<file path="src/evol_pkg.sv">
/*
 * Constants shared by the event output logic: type codes, setting limits,
 * reset values of the operator settings and timing figures.
 * Assumes a single 10 MHz processing clock.
 */
package evol_pkg;

   // ------------------------------------------------------------
   // Sizes
   // ------------------------------------------------------------
   localparam int EVOL_EVENTS = 3;
   localparam int EVOL_TIMED = 5;
   localparam int EVOL_STATUS_BITS = 17;

   // ------------------------------------------------------------
   // Event type codes
   // ------------------------------------------------------------
   localparam logic [7:0] EVOL_TYPE_MEAS_LAST = 8'h0B;
   localparam logic [7:0] EVOL_TYPE_TIME = 8'h32;
   localparam logic [7:0] EVOL_TYPE_UNAVAIL = 8'h32;
   localparam logic [7:0] EVOL_TYPE_STATUS_FIRST = 8'h64;
   localparam logic [7:0] EVOL_TYPE_STATUS_LAST = 8'h74;
   localparam logic [7:0] EVOL_TYPE_ADV = 8'h75;
   localparam logic [7:0] EVOL_TYPE_MAX = 8'hC7;

   // ------------------------------------------------------------
   // Setting limits
   // ------------------------------------------------------------
   localparam logic [15:0] EVOL_HYST_MAX = 16'h00C8;
   localparam logic [15:0] EVOL_DELAY_MAX = 16'h0E10;
   localparam logic [15:0] EVOL_STANDBY_MAX = 16'h0001;
   localparam logic [15:0] EVOL_TIME_TYPE_MAX = 16'h0005;

   // ------------------------------------------------------------
   // Values after reset
   // ------------------------------------------------------------
   localparam logic [7:0] EVOL_TYPE_RST = 8'h00;
   localparam logic EVOL_STANDBY_ITEM_RST = 1'b0;
   localparam logic [7:0] EVOL_HYST_RST = 8'h05;
   localparam logic [11:0] EVOL_DELAY_RST = 12'h000;
   localparam logic [15:0] EVOL_POINT_RST = 16'h0000;
   localparam logic [2:0] EVOL_TIME_TYPE_RST = 3'h0;

   // ------------------------------------------------------------
   // Timing
   // ------------------------------------------------------------
   localparam int EVOL_CLK_HZ = 10000000;
   localparam int EVOL_ADV_ON_MS = 1000;
   localparam int EVOL_SEC_CYCLES = EVOL_CLK_HZ / 1000 * EVOL_ADV_ON_MS;

   // ------------------------------------------------------------
   // Configuration items
   // ------------------------------------------------------------
   typedef enum logic [2:0] {
      EVOL_ITEM_TYPE = 3'h0,
      EVOL_ITEM_STANDBY = 3'h1,
      EVOL_ITEM_HYST = 3'h2,
      EVOL_ITEM_DELAY = 3'h3,
      EVOL_ITEM_POINT = 3'h4,
      EVOL_ITEM_TIME_TYPE = 3'h5
   } evol_item_t;

endpackage : evol_pkg

</file>
<file path="src/evol_event_output.sv">
/*
 * Event output logic of a program controller: three configurable events,
 * standby suppression, ON delay, advance pulse and timed output assignment.
 * Assumes all inputs come from logic on the same clock, and that mode
 * inputs are one-hot levels from the program sequencer.
 */
`timescale 1ns/1ns
module evol_event_output #(
   parameter int TICKS_PER_SECOND = evol_pkg::EVOL_SEC_CYCLES
) (
   // Clock and reset
   input wire logic clk,
   input wire logic rst,
   // Controller modes
   input wire logic mode_ready,
   input wire logic mode_run,
   input wire logic mode_hold,
   input wire logic mode_fast,
   input wire logic mode_end,
   // Controller status
   input wire logic gsoak_wait,
   input wire logic manual_mode,
   input wire logic autotune_busy,
   input wire logic const_value_op,
   input wire logic alarm_any,
   input wire logic alarm_range,
   input wire logic alarm_controller,
   input wire logic battery_low,
   input wire logic console_setup,
   input wire logic loader_setup,
   input wire logic advance_request,
   // Process quantities, signed engineering units or 0.1 percent
   input wire logic signed [15:0] pv,
   input wire logic signed [15:0] deviation,
   input wire logic signed [15:0] setpoint,
   input wire logic signed [15:0] output_mv,
   input wire logic signed [15:0] motor_feedback,
   // Time events and segment number
   input wire logic [2:0] event_time_in,
   input wire logic [4:0] time_event_bits,
   input wire logic [4:0] segment_no_bits,
   // Configuration writes
   input wire logic cfg_wr,
   input wire logic [1:0] cfg_sel,
   input wire logic [2:0] cfg_item,
   input wire logic [15:0] cfg_data,
   output logic cfg_ack,
   output logic cfg_reject,
   // Results
   output logic [2:0] event_out,
   output logic [2:0] standby_active,
   output logic [4:0] timed_output,
   output logic [2:0] time_event_type
);

   // ------------------------------------------------------------
   // Shared timing, mode tracking and status vector
   // ------------------------------------------------------------
   logic [23:0] sec_cnt_reg, sec_cnt_next;
   logic sec_tick_reg, sec_tick_next;
   logic [23:0] adv_cnt_reg, adv_cnt_next;
   logic [2:0] time_type_reg, time_type_next;
   logic [4:0] timed_reg, timed_next;
   logic ack_reg, reject_reg, ack_next, reject_next;
   logic ready_prev_reg, time_type_ok, ready_to_run, active_mode, adv_busy;
   logic [2:0] accept;
   logic [evol_pkg::EVOL_STATUS_BITS-1:0] status_vec;

   assign ready_to_run = ready_prev_reg && mode_run;
   assign active_mode = mode_run || mode_hold || mode_fast;
   assign adv_busy = adv_cnt_reg != 24'h000000;

   // Status conditions indexed by type code minus 100, code 110 unused
   assign status_vec = {loader_setup, console_setup, battery_low, alarm_controller, alarm_range, alarm_any,
                        1'b0, const_value_op, autotune_busy, manual_mode, gsoak_wait, mode_end, mode_fast,
                        mode_hold, mode_run, mode_ready,
                        mode_run || mode_hold || mode_fast || mode_end};

   // Second tick, advance pulse timer, time event type and timed outputs
   always_comb begin
      sec_cnt_next = sec_cnt_reg + 24'h000001;
      sec_tick_next = 1'b0;
      if (sec_cnt_reg == 24'(TICKS_PER_SECOND - 1)) begin
         sec_cnt_next = 24'h000000;
         sec_tick_next = 1'b1;
      end
      // Retriggerable one second on-time
      adv_cnt_next = adv_cnt_reg;
      if (advance_request) begin
         adv_cnt_next = 24'(TICKS_PER_SECOND);
      end else if (adv_busy) begin
         adv_cnt_next = adv_cnt_reg - 24'h000001;
      end
      // Changes accepted only in ready mode and in range
      time_type_ok = mode_ready && cfg_data <= evol_pkg::EVOL_TIME_TYPE_MAX;
      time_type_next = time_type_reg;
      if (cfg_wr && cfg_sel == 2'h3 && cfg_item == evol_pkg::EVOL_ITEM_TIME_TYPE && time_type_ok) begin
         time_type_next = cfg_data[2:0];
      end
      for (int k = 0; k < evol_pkg::EVOL_TIMED; k++) begin
         timed_next[k] = (k < int'(time_type_reg)) ? segment_no_bits[k] : time_event_bits[k];
      end
      ack_next = 1'b0;
      reject_next = 1'b0;
      if (cfg_wr) begin
         if (cfg_sel == 2'h3) begin
            ack_next = cfg_item == evol_pkg::EVOL_ITEM_TIME_TYPE && time_type_ok;
         end else begin
            ack_next = accept[cfg_sel];
         end
         reject_next = !ack_next;
      end
   end

   // Registers of the shared section
   always_ff @(posedge clk or posedge rst) begin
      if (rst) begin
         sec_cnt_reg <= 24'h000000;
         sec_tick_reg <= 1'b0;
         adv_cnt_reg <= 24'h000000;
         ready_prev_reg <= 1'b0;
         time_type_reg <= evol_pkg::EVOL_TIME_TYPE_RST;
         timed_reg <= 5'h00;
         ack_reg <= 1'b0;
         reject_reg <= 1'b0;
      end else begin
         sec_cnt_reg <= sec_cnt_next;
         sec_tick_reg <= sec_tick_next;
         adv_cnt_reg <= adv_cnt_next;
         ready_prev_reg <= mode_ready;
         time_type_reg <= time_type_next;
         timed_reg <= timed_next;
         ack_reg <= ack_next;
         reject_reg <= reject_next;
      end
   end

   // ------------------------------------------------------------
   // Per-event settings, comparison, standby and delay
   // ------------------------------------------------------------
   generate
      for (genvar gi = 0; gi < evol_pkg::EVOL_EVENTS; gi++) begin : g_event
         logic [7:0] type_reg, type_next;
         logic stby_item_reg, stby_item_next;
         logic [7:0] hyst_reg, hyst_next;
         logic [11:0] delay_reg, delay_next;
         logic signed [15:0] point_reg, point_next;
         logic cmp_reg, cmp_next;
         logic stby_reg, stby_next;
         logic out_reg, out_next;
         logic signed [17:0] val, pt, lo, hi;
         logic [7:0] status_idx;
         logic meas, adv_sel, on_cond, off_raw, off_hyst, pre_cond, hit, delayed, acc;

         assign meas = type_reg <= evol_pkg::EVOL_TYPE_MEAS_LAST;
         assign adv_sel = type_reg == evol_pkg::EVOL_TYPE_ADV;
         assign hit = cfg_wr && cfg_sel == 2'(gi);
         assign status_idx = type_reg - evol_pkg::EVOL_TYPE_STATUS_FIRST;
         assign accept[gi] = acc;

         // Settings writes with range and availability checks
         always_comb begin
            type_next = type_reg;
            stby_item_next = stby_item_reg;
            hyst_next = hyst_reg;
            delay_next = delay_reg;
            point_next = point_reg;
            acc = 1'b0;
            if (hit) begin
               case (cfg_item)
                  evol_pkg::EVOL_ITEM_TYPE: acc = cfg_data <= 16'(evol_pkg::EVOL_TYPE_MAX);
                  evol_pkg::EVOL_ITEM_STANDBY: acc = type_reg < evol_pkg::EVOL_TYPE_UNAVAIL &&
                                                     cfg_data <= evol_pkg::EVOL_STANDBY_MAX;
                  evol_pkg::EVOL_ITEM_HYST: acc = type_reg < evol_pkg::EVOL_TYPE_UNAVAIL &&
                                                  cfg_data <= evol_pkg::EVOL_HYST_MAX;
                  evol_pkg::EVOL_ITEM_DELAY: acc = cfg_data <= evol_pkg::EVOL_DELAY_MAX;
                  evol_pkg::EVOL_ITEM_POINT: acc = 1'b1;
                  default: acc = 1'b0;
               endcase
            end
            if (acc) begin
               case (cfg_item)
                  evol_pkg::EVOL_ITEM_TYPE: type_next = cfg_data[7:0];
                  evol_pkg::EVOL_ITEM_STANDBY: stby_item_next = cfg_data[0];
                  evol_pkg::EVOL_ITEM_HYST: hyst_next = cfg_data[7:0];
                  evol_pkg::EVOL_ITEM_DELAY: delay_next = cfg_data[11:0];
                  default: point_next = cfg_data;
               endcase
            end
         end

         // Comparison with hysteresis, standby and pre-delay condition
         always_comb begin
            case (type_reg[3:1])
               3'h0: val = 18'(pv);
               3'h1: val = 18'(deviation);
               3'h2: val = deviation[15] ? -18'(deviation) : 18'(deviation);
               3'h3: val = 18'(setpoint);
               3'h4: val = 18'(output_mv);
               default: val = 18'(motor_feedback);
            endcase
            pt = 18'(point_reg);
            lo = pt - $signed({10'h000, hyst_reg});
            hi = pt + $signed({10'h000, hyst_reg});
            on_cond = type_reg[0] ? (val <= pt) : (val >= pt);
            off_raw = type_reg[0] ? (val > pt) : (val < pt);
            off_hyst = type_reg[0] ? (val > hi) : (val < lo);
            cmp_next = cmp_reg;
            if (!meas) begin
               cmp_next = 1'b0;
            end else if (on_cond) begin
               cmp_next = 1'b1;
            end else if (off_hyst) begin
               cmp_next = 1'b0;
            end
            stby_next = stby_reg;
            if (!stby_item_reg || (active_mode && off_raw)) begin
               stby_next = 1'b0;
            end
            if (mode_ready || ready_to_run) begin
               stby_next = 1'b1;
            end
            pre_cond = 1'b0;
            if (meas) begin
               pre_cond = cmp_reg && !(stby_item_reg && stby_reg);
            end else if (type_reg == evol_pkg::EVOL_TYPE_TIME) begin
               pre_cond = event_time_in[gi];
            end else if (type_reg >= evol_pkg::EVOL_TYPE_STATUS_FIRST &&
                         type_reg <= evol_pkg::EVOL_TYPE_STATUS_LAST) begin
               pre_cond = status_vec[status_idx[4:0]];
            end
            // Advance bypasses the delay timer
            out_next = adv_sel ? adv_busy : delayed;
         end

         // ON delay applied to the condition after standby
         evol_on_delay u_delay (
            .clk(clk),
            .rst(rst),
            .sec_tick(sec_tick_reg),
            .delay_s(delay_reg),
            .cond(pre_cond && !adv_sel),
            .delayed_on(delayed)
         );

         // Registers of one event
         always_ff @(posedge clk or posedge rst) begin
            if (rst) begin
               type_reg <= evol_pkg::EVOL_TYPE_RST;
               stby_item_reg <= evol_pkg::EVOL_STANDBY_ITEM_RST;
               hyst_reg <= evol_pkg::EVOL_HYST_RST;
               delay_reg <= evol_pkg::EVOL_DELAY_RST;
               point_reg <= evol_pkg::EVOL_POINT_RST;
               cmp_reg <= 1'b0;
               stby_reg <= 1'b1;
               out_reg <= 1'b0;
            end else begin
               type_reg <= type_next;
               stby_item_reg <= stby_item_next;
               hyst_reg <= hyst_next;
               delay_reg <= delay_next;
               point_reg <= point_next;
               cmp_reg <= cmp_next;
               stby_reg <= stby_next;
               out_reg <= out_next;
            end
         end

         assign event_out[gi] = out_reg;
         assign standby_active[gi] = stby_reg;
      end
   endgenerate

   // Outputs from registers
   assign timed_output = timed_reg;
   assign time_event_type = time_type_reg;
   assign cfg_ack = ack_reg;
   assign cfg_reject = reject_reg;

endmodule : evol_event_output

</file>
<file path="src/evol_on_delay.sv">
/*
 * ON delay timer for one event: counts whole seconds while the condition
 * holds and releases the output once more than the set delay has passed.
 * Assumes a one-cycle second tick from the same clock.
 */
`timescale 1ns/1ns
module evol_on_delay (
   // Clock and reset
   input wire logic clk,
   input wire logic rst,
   // Timing
   input wire logic sec_tick,
   input wire logic [11:0] delay_s,
   // Condition and result
   input wire logic cond,
   output logic delayed_on
);

   logic [11:0] cnt_reg;
   logic [11:0] cnt_next;
   logic on_reg;
   logic on_next;

   // Seconds counter cleared whenever the condition drops
   always_comb begin
      cnt_next = cnt_reg;
      on_next = 1'b0;
      if (!cond) begin
         cnt_next = 12'h000;
      end else if (sec_tick && cnt_reg != 12'hFFF) begin
         cnt_next = cnt_reg + 12'h001;
      end
      // More than the delay: count must pass it, as a partial first second counts as a whole one
      on_next = cond && (delay_s == 12'h000 || cnt_reg > delay_s);
   end

   // Registers
   always_ff @(posedge clk or posedge rst) begin
      if (rst) begin
         cnt_reg <= 12'h000;
         on_reg <= 1'b0;
      end else begin
         cnt_reg <= cnt_next;
         on_reg <= on_next;
      end
   end

   assign delayed_on = on_reg;

endmodule : evol_on_delay

</file>
<file path="config.mk">
export PLATFORM = sky130hd
export DESIGN_NAME = evol_event_output
export DESIGN_NICKNAME = d
export VERILOG_FILES = /design/src/evol_pkg.sv /design/src/evol_event_output.sv /design/src/evol_on_delay.sv
export SDC_FILE = /design/constraint.sdc
export NUM_CORES = 1
export LEC_CHECK = 0
export ABC_CLOCK_PERIOD_IN_PS = 17600
export BUFFER_PORTS_ARGS = -buffer_cell sky130_fd_sc_hd__buf_4
export CORE_MARGIN = 4
export CORE_UTILIZATION = 40
export DETAILED_ROUTE_END_ITERATION = 10
export PLACE_DENSITY = 0.55
export SYNTH_ARGS = -nofsm -noshare
export SYNTH_HDL_FRONTEND = slang
export SYNTH_SLANG_ARGS = --single-unit
</file>
<file path="constraint.sdc">
create_clock -name clk -period 17.6 [get_ports clk]
set_input_delay 3.52 -clock clk [delete_from_list [all_inputs] [get_ports clk]]
set_output_delay 3.52 -clock clk [all_outputs]
set_load 0.02 [all_outputs]
</file>
* Yosys cells after proc, flatten, opt, wreduce, memory -nomap -nowiden
Cells that the tools add are included. W data, S select, Z words.
Cells by class: add/subtract/negate cells 15, $lt $le $gt $ge 47, equality and inequality tests 36, mux-type cells 73, bitwise logic cells 1, reduce and logical (&&, ||, !) cells 85
Operator list (number):
- $pmux W18 S5 | 3
- $mux W12 | 6
- $mux W24 | 3
- $ge A18 B16 Y1 | 3
- $gt A18 B16 Y1 | 3
- $gt A18 B17 Y1 | 3
- $le A18 B16 Y1 | 3
- $lt A18 B16 Y1 | 3
- $lt A18 B17 Y1 | 3
- $mux W1 | 53
- $add A16 B9 Y17 | 3
- $sub A16 B9 Y17 | 3
- $add A12 B1 Y12 const B | 3
- $gt A12 B12 Y1 | 3
- $logic_and A1 B1 Y1 | 36
- $logic_not A12 Y1 | 3
- $ne A12 B12 Y1 const B | 3
- $le A16 B8 Y1 const B | 2
- $reduce_and A2 Y1 | 15
- $add A24 B1 Y24 const B | 1
- $eq A24 B24 Y1 const B | 1
- $eq A3 B2 Y1 const B | 8
- $eq A8 B6 Y1 const B | 3
- $eq A8 B7 Y1 const B | 3
- other kinds (33) | 87
Word-level totals: flip-flop bits (word level) 243, input bits 133, output and inout port bits 16, logic and storage cells 295

* Longest topological paths before layout
depth in word-level cells 10, gate-level depth with buffers 21, gate-level depth less buffers 21

* Modules after synthesis
From an unflattened synthesis, not the netlist that was laid out.
Unflattened totals: cell total of the unflattened synthesis 2513, area, all modules 21869.7 µm²
Modules (own cells, without submodules):
- evol_event_output | times used 1, cells each 2165, area each 18881.9 µm², sequential area each 5116.2 µm²
- evol_on_delay | times used 3, cells each 116, area each 996.0 µm², sequential area each 325.3 µm²

* Least setup slack after synthesis
Ideal clock, no wire load.
kind input to register, from input port deviation[2], to register g_event[0].cmp_reg, setup time 0.129 ns, arrival time 7.350 ns, required time 17.471 ns, setup slack 10.121 ns, stages 17, buffers on the path 1, cells stage by stage clkbuf_1 -> or3_1 -> nor2_1 -> nand3_1 -> or3_1 -> o31ai_1 -> xnor2_1 -> mux2i_1 -> a21oi_1 -> ha_1 -> a21o_1 -> a2111oi_0 -> o21ai_0 -> mux2_2 -> or4_1 -> a21oi_1 -> o32ai_1
On the way: cells in the longest elaborated chain, start to end 7, elaborated cells between the ends (all ways) 12, classes of those cells add/sub: 1; order compare: 4; eq/ne: 1; mux: 6
Ends and longest elaborated chain:
- start, declared | line evol_event_output.sv:34 | input wire logic signed [15:0] deviation,
- $neg A16 Y18 | line evol_event_output.sv:197 | 3'h2: val = deviation[15] ? -18'(deviation) : 18'(deviation);
- $mux W18 | line evol_event_output.sv:197
- $pmux W18 S5 * | line evol_event_output.sv:194 | case (type_reg[3:1])
- $ge A18 B16 Y1 or $le A18 B16 Y1 (tied branches) | line evol_event_output.sv:205 | on_cond = type_reg[0] ? (val <= pt) : (val >= pt);
- $mux W1 | line evol_event_output.sv:205
- $mux W1 | line evol_event_output.sv:211 | end else if (on_cond) begin
- $mux W1 | line evol_event_output.sv:209 | if (!meas) begin
- end signal, assigned | line evol_event_output.sv:263 | cmp_reg <= cmp_next;
- end, declared | line evol_event_output.sv:148 | logic cmp_reg, cmp_next;
Mark *: on every way between the ends. The rest lies on a longest branch, timed or not. A chain may end at the register's enable or synchronous reset.

* Worst setup path in the final report
Ends and elaborated chain as after synthesis.

==> metrics <==
Crit Path Max Fanout=8; Clock Skew=0.02913 ns; hold-fix buffers at CTS=0; Synth Area per Inst=8.827 um2; Initial DRT Pass Iterations=5; status=complete, no violations; most common cell after layout, fill and taps aside=ha_1; Final TNS setup=0 ns; Post-CTS Setup Inserts=0; most frequent cells in the layout=255 x ha_1, 234 x dfrtp_1, 202 x a21oi_1; R2R cell count=17; CP Data Arrival Time=7.94 ns; CP required=18.09 ns; post-synth cell types=83; Routed Antenna Nets=0; kind of end point of the critical path=flip-flop; Pwr Density=82.36 nW/um2; row count=85; Sw Share=36.59%; syn_nets=2,868; Clock power frac=32.6%; H-tree Lvls=1; Die ar.=58,400 um2; CTS resizes=0; Final nets=2,966; Area Overhead vs Synth=12.69%; Routed WL=75,440 um; core area=around 54,000 um2; initial antenna violation count=6; Max-Cap Viols=0; first-pass GRT wire length=116,900 um; fmax=between 100 and 150 MHz; crit path time final=7.444 ns; Static Leakage=10.77 nW; Die H=241.7 um; CTS Buf Count=31; Reg power frac=31.1%; total number of vias=19,591; Root Driver=clkbuf_16; Worst-Margin Slew=1.251 ns; Final Max Tran Viols=0; worst r2r src=g_event[0].type_reg[2]$_DFFE_PP0P_; Port Buffer Count=148; GR Overflow Total=0; vias in the first global route=19,333; Iter 0 DRT Violations=1,644; R2R Path End=g_event[0].cmp_reg$_DFFE_PP0P_; share of cells above drive strength 1=~17%; RSZ-0062 raised after global routing=no; HPWL reported at the end of detailed placement=57,140 um; Hold Crit Depth=1; I/O pins=roughly 150; maximum VDD drop=between 70 and 80 uV; Post-synth EDFFs=0; TritonCTS sink count=243; largest net degree at the start of global routing=approximately 100; Power Total=2.027 mW; clk slew on worst S/H paths=0.06 ns; Clock Latency Late Sink=0.61 ns; WL per Instance=roughly 23 um; internal power=between 1 and 1.5 mW; #FFs+latches synth=243; max reg flops=48; startpoint class of the critical path=input pin; Residual DRC=0; Top FF cell, synth=dfrtp_1; sequential area share after synthesis=between 20% and 30%; Logic pwr share=roughly 36%; Hold WC Path Type=flip-flop to flip-flop; Worst Setup SP=deviation[2]; initial core utilization=between 40% and 50%; Die Wd=241.7 um; CP Capture Point=g_event[0].cmp_reg$_DFFE_PP0P_; CTS tree=yes; vias per cell=5.940; Sw Pwr=741.6 uW; register-to-register setup slack=12.32 ns; Final Setup Violations=0; share of synthesized registers carrying an async set or reset=100.0%; Mapped Cells=between 2,000 and 2,500; Post-Syn Area=21,840 um2; critical path class=input pin to flip-flop; Slew Limit Headroom=16.29%; final count of hold timing violations=0; GPL Wtd Cong=0.9872; GRT Resource Usage Total=25.15%; fill cell count=5,257; number of synthesis warnings=0; CTS max path bufs=3; period utilisation layout=42.30%
per-layer routing:
layer,track usage (%),wire length [um],vias up
li1,-,-,9193
met5,0,0,-
met1,34.36,33500,9536
met2,40.96,33960,739
met4,7.649,2594,0
met3,4.320,5384,123
stage by stage:
stage	util [%]	instance area (um2)	hold slack [ns]	worst slack, ns	std cells
after floorplan	-	21840	0.4257	7.422	2474
after global placement	43.66	23540	0.4486	9.572	3235
after detailed placement	43.66	23540	0.4559	9.569	3235
after CTS	45.62	24600	0.4637	10.21	3293
after global routing	45.62	24600	0.4932	9.886	3294
final	45.64	24610	0.4584	10.16	3298
worst max-delay path, cell delays in order:
cell       delay, ns
buf_4           0.15
or3_1           0.42
nor2_1          0.20
nand3_1         0.17
or3_1           0.38
nand2_1         0.10
xnor2_1         0.20
a21oi_1         0.12
o21ai_0         0.54
ha_1            0.37
a21oi_1         0.17
nor2_1          0.06
a2111oi_0       0.31
o21ai_0         0.16
mux2_2          0.31
or4_1           0.54
a21oi_1         0.14
o32ai_1         0.09
kinds of logic (layout without fill, tap and decap cells):
group,count (synthesis),after routing,synth area share [%]
and+or+nand+nor,715,715,17.15
xor gates and xnor gates,169,169,6.778
other,0,5,0
muxes,195,195,10.62
AOI/OAI and AO/OA,596,596,16.91
buffers and inverters,293,416,5.397
adders and majority gates,263,263,15.25
DFF,243,243,27.90
synthesized netlist by cell type (7+ instances only):
cell	count	share of area (%)
ha_1	255	15
dfrtp_1	234	27
a21oi_1	202	4.6
nor2_1	191	3.3
inv_1	182	3.1
o21ai_0	164	3.8
mux2_2	144	7.4
xnor2_1	124	5.0
nand2_1	115	2.0
nand3_1	79	1.8
clkbuf_1	76	1.3
nor3_1	55	1.3
nand4_1	52	1.5
xor2_1	45	1.8
nor4_1	43	1.2
a21o_1	36	1.2
mux2i_1	30	1.4
nor2b_1	28	0.80
nand2b_1	23	0.66
or3_1	21	0.60
a211oi_1	19	0.65
a221o_1	19	0.87
and2_1	19	0.54
and3_1	19	0.54
a221oi_1	13	0.52
a31oi_1	13	0.37
buf_1	13	0.22
o211ai_1	13	0.45
o21bai_1	13	0.45
or4_1	12	0.41
mux4_2	11	1.1
buf_4	10	0.34
mux2_4	10	0.69
nor4b_1	10	0.40
a21boi_0	9	0.31
a22oi_1	9	0.31
dfstp_2	9	1.1
o21a_1	9	0.31
a2111oi_0	8	0.32
and4_1	8	0.32
o31ai_1	8	0.28
or2_2	8	0.23
a311oi_1	7	0.28
final cells by class:
type	count	area [um2]	share of cell area (%)
Clock buffer	39	855.8	3.478
Inverter	188	713.2	2.898
Multi-Input combinational cell	1938	14590	59.29
Sequential cell	243	6092	24.75
Timing Repair Buffer	170	1276	5.186
Clock inverter	19	198.9	0.8084
Antenna cell	5	12.51	0.05084
Tap cell	696	870.8	3.539
power groups by stage:
stage | Sequential [mW] | Clock [mW] | Combinational, mW
floorplan | 0.625 | 0 | 0.509
global placement | 0.639 | 0 | 0.710
detailed placement | 0.639 | 0 | 0.723
CTS | 0.630 | 0.683 | 0.729
global route | 0.635 | 0.706 | 0.823
finish | 0.630 | 0.660 | 0.737
worst min path at each step:
| stage | from | endpoint | slack [ns] |
|---|---|---|---|
| final | sec_cnt_reg[0]$_DFF_PP0_ | sec_cnt_reg[0]$_DFF_PP0_ | 0.46 |
| after global routing | sec_cnt_reg[0]$_DFF_PP0_ | sec_cnt_reg[0]$_DFF_PP0_ | 0.49 |
| after CTS | sec_cnt_reg[0]$_DFF_PP0_ | sec_cnt_reg[0]$_DFF_PP0_ | 0.46 |
| after detailed placement | sec_cnt_reg[0]$_DFF_PP0_ | sec_cnt_reg[0]$_DFF_PP0_ | 0.46 |
| after global placement | sec_cnt_reg[0]$_DFF_PP0_ | sec_cnt_reg[0]$_DFF_PP0_ | 0.45 |
| after floorplan | g_event[0].u_delay.delayed_on$_DFF_PP0_ | g_event[0].out_reg$_DFF_PP0_ | 0.43 |
Power figures use the tool's default switching activity.
